===== src/verilog/dmt_defines.svh =====
// Purpose: Constants for the monitor mux and toggle control block
// Assumes: 32-bit serial frames, command byte first, MSB first
// Notes:   Offsets, fields, reset values and command codes
// Function
// Monitor pin undriven while enable bit clear
// Mux register written by dedicated command
// Reset clears enable and select code
// Mux readback shifts out next frame
// Bit 8 picks voltage, else sense; code gives the reference low pin when bit 9 is set and bits 5:4 are zero
// Bits 5:4 pick supply, reference, temperature
// Each channel toggle or dither independently
// Toggle clock selects register A or B
// Toggle clock from three pins or software
// Clock high gives A, low gives B
// Zero enable register stops all toggling
// Select 11 pin two, 10 pin one
// One enable bit per channel
// Output follows both toggle clock edges
// Toggle pins synchronised before use
`ifndef DMT_DEFINES_SVH
`define DMT_DEFINES_SVH

`define DMT_FRAME_BITS     6'h20
`define DMT_CMD_WRITE_CODE 4'h0
`define DMT_CMD_CHAN_SET   4'h1
`define DMT_CMD_AB_SELECT  8'h90
`define DMT_CMD_TD_ENABLE  8'hb0
`define DMT_CMD_SW_TOGGLE  8'hc0
`define DMT_CMD_MUX_WRITE  8'h75
`define DMT_CMD_MUX_READ   8'hd0

`define DMT_MUX_EN_BIT     10
`define DMT_MUX_VOLT_BIT   8
`define DMT_MUX_REFERENCE_LOW_PIN_BIT   9
`define DMT_MUX_RESET      11'h000
`define DMT_CHSET_MODE_BIT 6
`define DMT_CHSET_SEL_LSB  4

`define DMT_TD_SEL_PIN2    2'h3
`define DMT_TD_SEL_PIN1    2'h2
`define DMT_TD_SEL_PIN0    2'h1
`define DMT_TD_SEL_SW      2'h0

`endif


===== src/verilog/dmt_pkg.sv =====
// Purpose: Types for the monitor mux and toggle control block
// Assumes: One-hot codes throughout
// Notes:   Constants live in the defines header
package dmt_pkg;

  typedef enum logic [1:0] {
    DMT_IDLE  = 2'b01,
    DMT_SHIFT = 2'b10
  } dmt_frame_t;

  typedef enum logic [5:0] {
    DMT_SRC_VOLT   = 6'b000001,
    DMT_SRC_SENSE  = 6'b000010,
    DMT_SRC_REFERENCE_LOW_PIN   = 6'b000100,
    DMT_SRC_SUPPLY = 6'b001000,
    DMT_SRC_REF    = 6'b010000,
    DMT_SRC_TEMP   = 6'b100000
  } dmt_src_t;

endpackage


===== src/verilog/dmt_toggle_chan.sv =====
// Purpose: One channel of A/B toggle selection into the DAC register
// Assumes: Toggle pins already synchronised to clock
// Notes:   Dither mode holds code A; sample generator lives elsewhere
`timescale 1ns/1ps
`include "dmt_defines.svh"

module dmt_toggle_chan (
  input  wire logic        clock,
  input  wire logic        rst,
  input  wire logic [2:0]  toggle_sync,
  input  wire logic        sw_toggle,
  input  wire logic [1:0]  toggle_source_select,
  input  wire logic        dither_mode,
  input  wire logic        enable,
  input  wire logic [15:0] code_a,
  input  wire logic [15:0] code_b,
  output logic      [15:0] dac_code
);

  logic tck;
  logic use_b;

  assign tck = (toggle_source_select == `DMT_TD_SEL_PIN2) ? toggle_sync[2] :
               (toggle_source_select == `DMT_TD_SEL_PIN1) ? toggle_sync[1] :
               (toggle_source_select == `DMT_TD_SEL_PIN0) ? toggle_sync[0] :
               sw_toggle;
  // Level follow gives an update on both edges
  assign use_b = enable && !dither_mode && !tck;

  always_ff @(posedge clock) begin
    if (rst) begin
      dac_code <= 16'h0000;
    end else begin
      dac_code <= use_b ? code_b : code_a;
    end
  end

endmodule


===== src/verilog/dmt_top.sv =====
// Purpose: Serial command slave, monitor mux control and eight toggle channels
// Assumes: Serial clock well below clock rate; mode 0, sample on rising edge
// Notes:   Frames that are not exactly 32 bits are dropped
`timescale 1ns/1ps
`include "dmt_defines.svh"

module dmt_top (
  input  wire logic             clock,
  input  wire logic             rst,
  input  wire logic             sclk,
  input  wire logic             cs_n,
  input  wire logic             sdi,
  input  wire logic [2:0]       toggle_pins,
  output logic                  sdo,
  output logic                  monitor_output_enable,
  output logic [5:0]            monitor_source,
  output logic [2:0]            monitor_channel,
  output logic [7:0][15:0]      dac_code
);

  ////////////////////////////////////////////////////////////////////////
  // Input synchronisers

  logic [5:0] sync1;
  logic [5:0] sync2;
  logic [5:0] sync3;

  always_ff @(posedge clock) begin
    if (rst) begin
      // Preset to idle levels: cs_n high, sclk low, so no false edge
      sync1 <= 6'h10;
      sync2 <= 6'h10;
      sync3 <= 6'h10;
    end else begin
      sync1 <= {sclk, cs_n, sdi, toggle_pins};
      sync2 <= sync1;
      sync3 <= sync2;
    end
  end

  logic       sclk_rise;
  logic       sclk_fall;
  logic       cs_fall;
  logic       cs_rise;
  logic       sdi_s;
  logic [2:0] toggle_sync;

  assign sclk_rise   = sync2[5] && !sync3[5];
  assign sclk_fall   = !sync2[5] && sync3[5];
  assign cs_fall     = !sync2[4] && sync3[4];
  assign cs_rise     = sync2[4] && !sync3[4];
  assign sdi_s       = sync2[3];
  assign toggle_sync = sync2[2:0];

  ////////////////////////////////////////////////////////////////////////
  // Frame shifter

  dmt_pkg::dmt_frame_t state;
  dmt_pkg::dmt_frame_t next_state;
  logic [31:0] rx_shift;
  logic [31:0] tx_shift;
  logic [5:0]  bit_count;
  logic [15:0] read_buffer;

  assign next_state = (state == dmt_pkg::DMT_IDLE && cs_fall) ? dmt_pkg::DMT_SHIFT :
                      (state == dmt_pkg::DMT_SHIFT && cs_rise) ? dmt_pkg::DMT_IDLE : state;

  logic frame_done;
  logic [7:0]  cmd;
  logic [15:0] data;

  assign frame_done = (state == dmt_pkg::DMT_SHIFT) && cs_rise && (bit_count == `DMT_FRAME_BITS);
  assign cmd        = rx_shift[31:24];
  assign data       = rx_shift[23:8];

  always_ff @(posedge clock) begin
    if (rst) begin
      state     <= dmt_pkg::DMT_IDLE;
      rx_shift  <= 32'h00000000;
      tx_shift  <= 32'h00000000;
      bit_count <= 6'h00;
    end else begin
      state <= next_state;
      case (state)
        dmt_pkg::DMT_IDLE: begin
          bit_count <= 6'h00;
          // Readback word was captured by the previous frame
          if (cs_fall) begin
            tx_shift <= {8'h00, read_buffer, 8'h00};
          end
        end
        dmt_pkg::DMT_SHIFT: begin
          if (sclk_rise) begin
            rx_shift <= {rx_shift[30:0], sdi_s};
            if (bit_count != 6'h3f) begin
              bit_count <= bit_count + 6'h01;
            end
          end
          if (sclk_fall) begin
            tx_shift <= {tx_shift[30:0], 1'b0};
          end
        end
        default: begin
          bit_count <= 6'h00;
        end
      endcase
    end
  end

  always_ff @(posedge clock) begin
    if (rst) begin
      sdo <= 1'b0;
    end else begin
      sdo <= tx_shift[31];
    end
  end

  ////////////////////////////////////////////////////////////////////////
  // Command decode and registers

  logic        wr_code;
  logic        wr_chset;
  logic        wr_ab;
  logic        wr_en;
  logic        wr_sw;
  logic        wr_mux;
  logic        rd_mux;
  logic [2:0]  addr;

  assign addr     = cmd[2:0];
  assign wr_code  = frame_done && (cmd[7:4] == `DMT_CMD_WRITE_CODE) && !cmd[3];
  assign wr_chset = frame_done && (cmd[7:4] == `DMT_CMD_CHAN_SET) && !cmd[3];
  assign wr_ab    = frame_done && (cmd == `DMT_CMD_AB_SELECT);
  assign wr_en    = frame_done && (cmd == `DMT_CMD_TD_ENABLE);
  assign wr_sw    = frame_done && (cmd == `DMT_CMD_SW_TOGGLE);
  assign wr_mux   = frame_done && (cmd == `DMT_CMD_MUX_WRITE);
  assign rd_mux   = frame_done && (cmd == `DMT_CMD_MUX_READ);

  logic [10:0]     monitor_mux_control;
  logic [7:0]      ab_select;
  logic [15:0]     toggle_enable;
  logic            sw_toggle;
  logic [7:0][15:0] code_a;
  logic [7:0][15:0] code_b;
  logic [7:0][1:0]  toggle_source_select;
  logic [7:0]       dither_mode;

  always_ff @(posedge clock) begin
    if (rst) begin
      monitor_mux_control <= `DMT_MUX_RESET;
      ab_select           <= 8'h00;
      toggle_enable       <= 16'h0000;
      sw_toggle           <= 1'b0;
      read_buffer         <= 16'h0000;
    end else begin
      if (wr_mux) begin
        monitor_mux_control <= data[10:0];
      end
      if (wr_ab) begin
        ab_select <= data[7:0];
      end
      if (wr_en) begin
        toggle_enable <= data;
      end
      if (wr_sw) begin
        sw_toggle <= data[0];
      end
      // Any other frame leaves a zero word for the next one
      if (frame_done) begin
        read_buffer <= rd_mux ? {5'h00, monitor_mux_control} : 16'h0000;
      end
    end
  end

  always_ff @(posedge clock) begin
    if (rst) begin
      code_a               <= '0;
      code_b               <= '0;
      toggle_source_select <= '0;
      dither_mode          <= 8'h00;
    end else begin
      if (wr_code && !ab_select[addr]) begin
        code_a[addr] <= data;
      end
      if (wr_code && ab_select[addr]) begin
        code_b[addr] <= data;
      end
      if (wr_chset) begin
        toggle_source_select[addr] <= data[`DMT_CHSET_SEL_LSB +: 2];
        dither_mode[addr]          <= data[`DMT_CHSET_MODE_BIT];
      end
    end
  end

  ////////////////////////////////////////////////////////////////////////
  // Monitor mux routing

  logic [9:0]        msel;
  dmt_pkg::dmt_src_t next_source;

  assign msel = monitor_mux_control[9:0];
  assign next_source =
    msel[`DMT_MUX_VOLT_BIT] ? dmt_pkg::DMT_SRC_VOLT :
    (msel[5:4] == 2'h3)     ? dmt_pkg::DMT_SRC_TEMP :
    (msel[5:4] == 2'h2)     ? dmt_pkg::DMT_SRC_REF :
    (msel[5:4] == 2'h1)     ? dmt_pkg::DMT_SRC_SUPPLY :
    msel[`DMT_MUX_REFERENCE_LOW_PIN_BIT] ? dmt_pkg::DMT_SRC_REFERENCE_LOW_PIN :
    dmt_pkg::DMT_SRC_SENSE;

  always_ff @(posedge clock) begin
    if (rst) begin
      monitor_output_enable <= 1'b0;
      monitor_source        <= dmt_pkg::DMT_SRC_SENSE;
      monitor_channel       <= 3'h0;
    end else begin
      monitor_output_enable <= monitor_mux_control[`DMT_MUX_EN_BIT];
      monitor_source        <= next_source;
      monitor_channel       <= msel[3:1];
    end
  end

  ////////////////////////////////////////////////////////////////////////
  // Toggle channels

  for (genvar ch = 0; ch < 8; ch++) begin : g_chan
    dmt_toggle_chan u_chan (
      .clock                (clock),
      .rst                  (rst),
      .toggle_sync          (toggle_sync),
      .sw_toggle            (sw_toggle),
      .toggle_source_select (toggle_source_select[ch]),
      .dither_mode          (dither_mode[ch]),
      .enable               (toggle_enable[ch]),
      .code_a               (code_a[ch]),
      .code_b               (code_b[ch]),
      .dac_code             (dac_code[ch])
    );
  end

endmodule


===== config.mk =====
export PLATFORM = sky130hd
export DESIGN_NAME = dmt_top
export DESIGN_NICKNAME = d
export VERILOG_FILES = /design/src/verilog/dmt_pkg.sv /design/src/verilog/dmt_toggle_chan.sv /design/src/verilog/dmt_top.sv
export VERILOG_INCLUDE_DIRS = /design/src /design/src/verilog
export SDC_FILE = /design/constraint.sdc
export NUM_CORES = 1
export LEC_CHECK = 0
export BUFFER_PORTS_ARGS = -buffer_cell sky130_fd_sc_hd__clkbuf_2
export CORE_AREA = 2 2 197 199
export DETAILED_ROUTE_END_ITERATION = 16
export DIE_AREA = 0 0 199 201
export PLACE_DENSITY_LB_ADDON = 0.25
export SLEW_MARGIN = 25
export SYNTH_ARGS = -nofsm -noshare
export SYNTH_HDL_FRONTEND = slang
export SYNTH_SLANG_ARGS = --single-unit

===== constraint.sdc =====
create_clock -name clock -period 1.9 [get_ports clock]
set_clock_uncertainty 0.15 [all_clocks]
set_input_delay 0.38 -clock clock [delete_from_list [all_inputs] [get_ports clock]]
set_output_delay 0.38 -clock clock [all_outputs]
set_load 0.1 [all_outputs]

==> results.json <==
{
  "status": "complete, but fails checks",
  "violations": "negative setup slack",
  "crit_buf_inv": 4,
  "slew_violations": 0,
  "ff2ff_path_depth": 9,
  "synthAdderAreaFrac_pct": 0.124,
  "slew_headroom_pct": 57.0,
  "viasPerCell": 5.62,
  "crit_cells": 9,
  "path_max_fanout": 8,
  "synth-compound-area-share_pct": 10.6,
  "reg2reg_setup_slack_ns": -0.14,
  "ys_types": 52,
  "worstPathArrival_ns": 2.38,
  "min_period_ns": 2.04,
  "grt-ovfl-total": 0,
  "final_cell_count_no_fill": 2872,
  "p_leak_nw": 11.0,
  "synth_mux_area_share_pct": 16.8,
  "drive_gt1_share_pct": 22.6,
  "die_w_um": 199,
  "path_cells": "inv_2 -> ha_4 -> nor3b_4 -> buf_4 -> and4_4 -> buf_6 -> nand4_4 -> buf_12 -> mux2i_2",
  "die_h_um": 201,
  "crit_slowest_cell": "dfxtp_2",
  "synth-async-reset-ratio_pct": 0,
  "critPathKind": "reg -> reg",
  "hold_viol": 0,
  "clkPwrFrac_pct": 47.9,
  "nets": 2321,
  "rsz0062_at_grt": "yes",
  "n_antenna_cell": 0,
  "antenna_left": 0,
  "p_sw_w": 0.00464,
  "synth.top_cell.area_share_pct": 53.2,
  "drt_pre_antenna_iters": 7,
  "grt_max_degree": 124,
  "yosys-top-cells-area": "dfxtp_1, mux2i_1, nand2_1, a21oi_1, nand3_1",
  "drt-total-wl_mm": 54.1,
  "yosysWarnings": 0,
  "p_int_w": 0.0177,
  "worstMarginPinSlew_ns": 0.643,
  "gp_congestion": 0.817,
  "yosysSeqAreaShare_pct": 53.2,
  "hpwl_mm": 32.2,
  "r2r-start": "bit_count[0]",
  "p_seq_share_pct": 50.6,
  "hold_class": "reg -> reg",
  "crit_start": "bit_count[0]",
  "dp_slack_ns": -0.358,
  "cts.sinks": 536,
  "clk_pin_slew_worst_paths_ns": 0.06,
  "clockRootBuffer": "clkbuf_16",
  "ys_ff_latch": 536,
  "syn_area_mm2": 0.0202,
  "max_freq_mhz": 489,
  "fin_crit_sh_pct": 108,
  "powerDensity_mw_per_mm2": 877,
  "clock_latency_ns": 0.60,
  "synth_common_cells": "dfxtp_1, nand2_1, mux2i_1",
  "synthesis.nets": 2105,
  "core_area_mm2": 0.0381,
  "ir_drop_uv": 677,
  "grt_pass1_wl_mm": 84.7,
  "cpPeakStageDelay_ns": 0.32,
  "netSwitchingFraction_pct": 20.8,
  "r2r-end": "code_b[110]",
  "synth_top_family_by_area": "multiplexers",
  "grt_pass1_vias": 15800,
  "vias": 16100,
  "synth_ff_type": "dfxtp_1",
  "crit_end": "code_b[110]",
  "p_comb_share_pct": 1.5,
  "num-fill-cells": 2903,
  "cap_viol_max_count": 0,
  "cts_tree": "yes",
  "grt_usage_pct": 26.6,
  "avgRoutedWirePerCell_um": 18.8,
  "end_kind": "flip-flop",
  "synth_top_cell_by_area": "dfxtp_1",
  "rows": 72,
  "synth-xor-area-share_pct": 0.174,
  "numCtsBuffers": 52,
  "critical_path.top_delay_family": "simple AND/OR/NAND/NOR gates",
  "area_growth_pct": 26.1,
  "htree_levels": 2,
  "portBuffers": 146,
  "route.detailed.drc": 0,
  "drt_iter0_drc": 1299,
  "yosysMostFrequentCell": "dfxtp_1",
  "cp-start-kind": "flip-flop",
  "io_pins": 147,
  "clk_path_buf_depth": 3,
  "antenna_found_initial": 0,
  "synthCells": 2095,
  "syn_area_per_cell_um2": 9.63,
  "setup_viol": 233,
  "start_util_pct": 52.9,
  "dp.cells": 2730,
  "synth_simple_gate_area_share_pct": 15.0,
  "critPathRequiredTime_ns": 2.23,
  "fp.dieArea_mm2": 0.0400,
  "finalWorstSetupSlack_ns": -0.143,
  "synth-edff-count": 0
}
==> power by group through the flow <==
| stage | clock network (W) | logic, W | registers (W) |
|---|---|---|---|
| global placement | 0 | 0.000302 | 0.0115 |
| global route | 0.0113 | 0.000359 | 0.0113 |
| floorplan | 0 | 0.000206 | 0.0115 |
| finish | 0.0107 | 0.000335 | 0.0113 |
| CTS | 0.0108 | 0.000324 | 0.0113 |
| detailed placement | 0 | 0.000307 | 0.0115 |
==> routing by layer <==
layer  vias to the layer above  wire length (µm)  part of all wire [%]  global-route usage, %
met5                         -                 0                     0                      0
met4                         0              1830                   3.4                   11.1
met3                       124              3150                   5.8                   4.55
met2                       507             25900                    48                   43.1
met1                      7908             23200                    43                   35.0
li1                       7603                 -                     -                      -
==> layout by cell type (no fill, tap or decap), types with 8 or more instances in the layout <==
cell type / instances
nand3_4: 8
clkbuf_4: 102
buf_12: 42
a211oi_1: 10
nor2b_1: 12
o21ai_1: 11
buf_4: 99
nand2_1: 416
inv_1: 17
buf_6: 20
dfxtp_2: 8
a21oi_1: 169
o21ai_0: 128
nand4_4: 8
mux2i_1: 321
clkbuf_2: 9
or2_2: 12
clkbuf_8: 11
clkbuf_16: 66
nand3_1: 141
nor2_1: 29
clkinv_2: 17
dfxtp_1: 524
buf_2: 34
==> area by class of cell <==
type / count / area (µm²) / share of cell area [%]
Sequential cell: 536 / 10800 / 42.3
Multi-Input combinational cell: 1374 / 8970 / 35.3
Timing Repair Buffer: 327 / 3190 / 12.5
Clock buffer: 72 / 1530 / 6.01
Tap cell: 518 / 648 / 2.55
Clock inverter: 25 / 268 / 1.05
Inverter: 20 / 82.6 / 0.325
==> kinds of logic (layout without fill, tap and decap cells) <==
family	Yosys count	in the layout
and+or+nand+nor	665	665
muxes	338	338
DFF	536	536
buffers and inverters	185	444
AOI/OAI and AO/OA	365	365
xor gates and xnor gates	4	4
adders and majority gates	2	2
==> worst min path at each step <==
stage,slack [ns],end,startpoint,cells after the start
2_1_floorplan,0.24,sync2[4],sync1[4],1
3_3_place_gp,0.25,sync2[4],sync1[4],1
3_5_place_dp,0.26,sync2[4],sync1[4],1
4_1_cts,0.26,sync2[4],sync1[4],1
5_1_grt,0.27,sync2[4],sync1[4],1
6_report,0.26,sync2[4],sync1[4],1
==> repair_timing <==
item / in CTS / in global routing
cloned: 6 / 8
setup buffers: 20 / 9
hold endpoints to repair: 11 / 0
hold buffers: 7 / 0
resized for setup: 145 / 122
pin swaps: 15 / 19
setup endpoints to repair: 567 / 456
==> sequential cells by signal, summed over array words and instances, names as in the netlist, 3 cells and up <==
register,cells
code_a,128
code_b,128
g_chan.u_chan.dac_code,128
rx_shift,32
tx_shift,24
toggle_source_select,16
monitor_mux_control,11
read_buffer,11
ab_select,8
dither_mode,8
toggle_enable,8
bit_count,6
monitor_source,6
sync1,6
sync2,6
monitor_channel,3
==> metrics by stage <==
step           setup TNS [ns]  hold slack, ns  cell area [µm²]  utilization (%)  power, W
3_5_place_dp           -85.39           0.255            22300             58.5    0.0118
6_report               -15.10           0.260            25400             66.8    0.0223
5_1_grt                -39.70           0.275            25400             66.8    0.0229
4_1_cts                 -7.50           0.263            25000             65.5    0.0224
3_3_place_gp           -68.38           0.251            22300             58.5    0.0118
2_1_floorplan           -5.73           0.239            20200                -    0.0117
No activity file was read; power rests on OpenSTA's default activity.
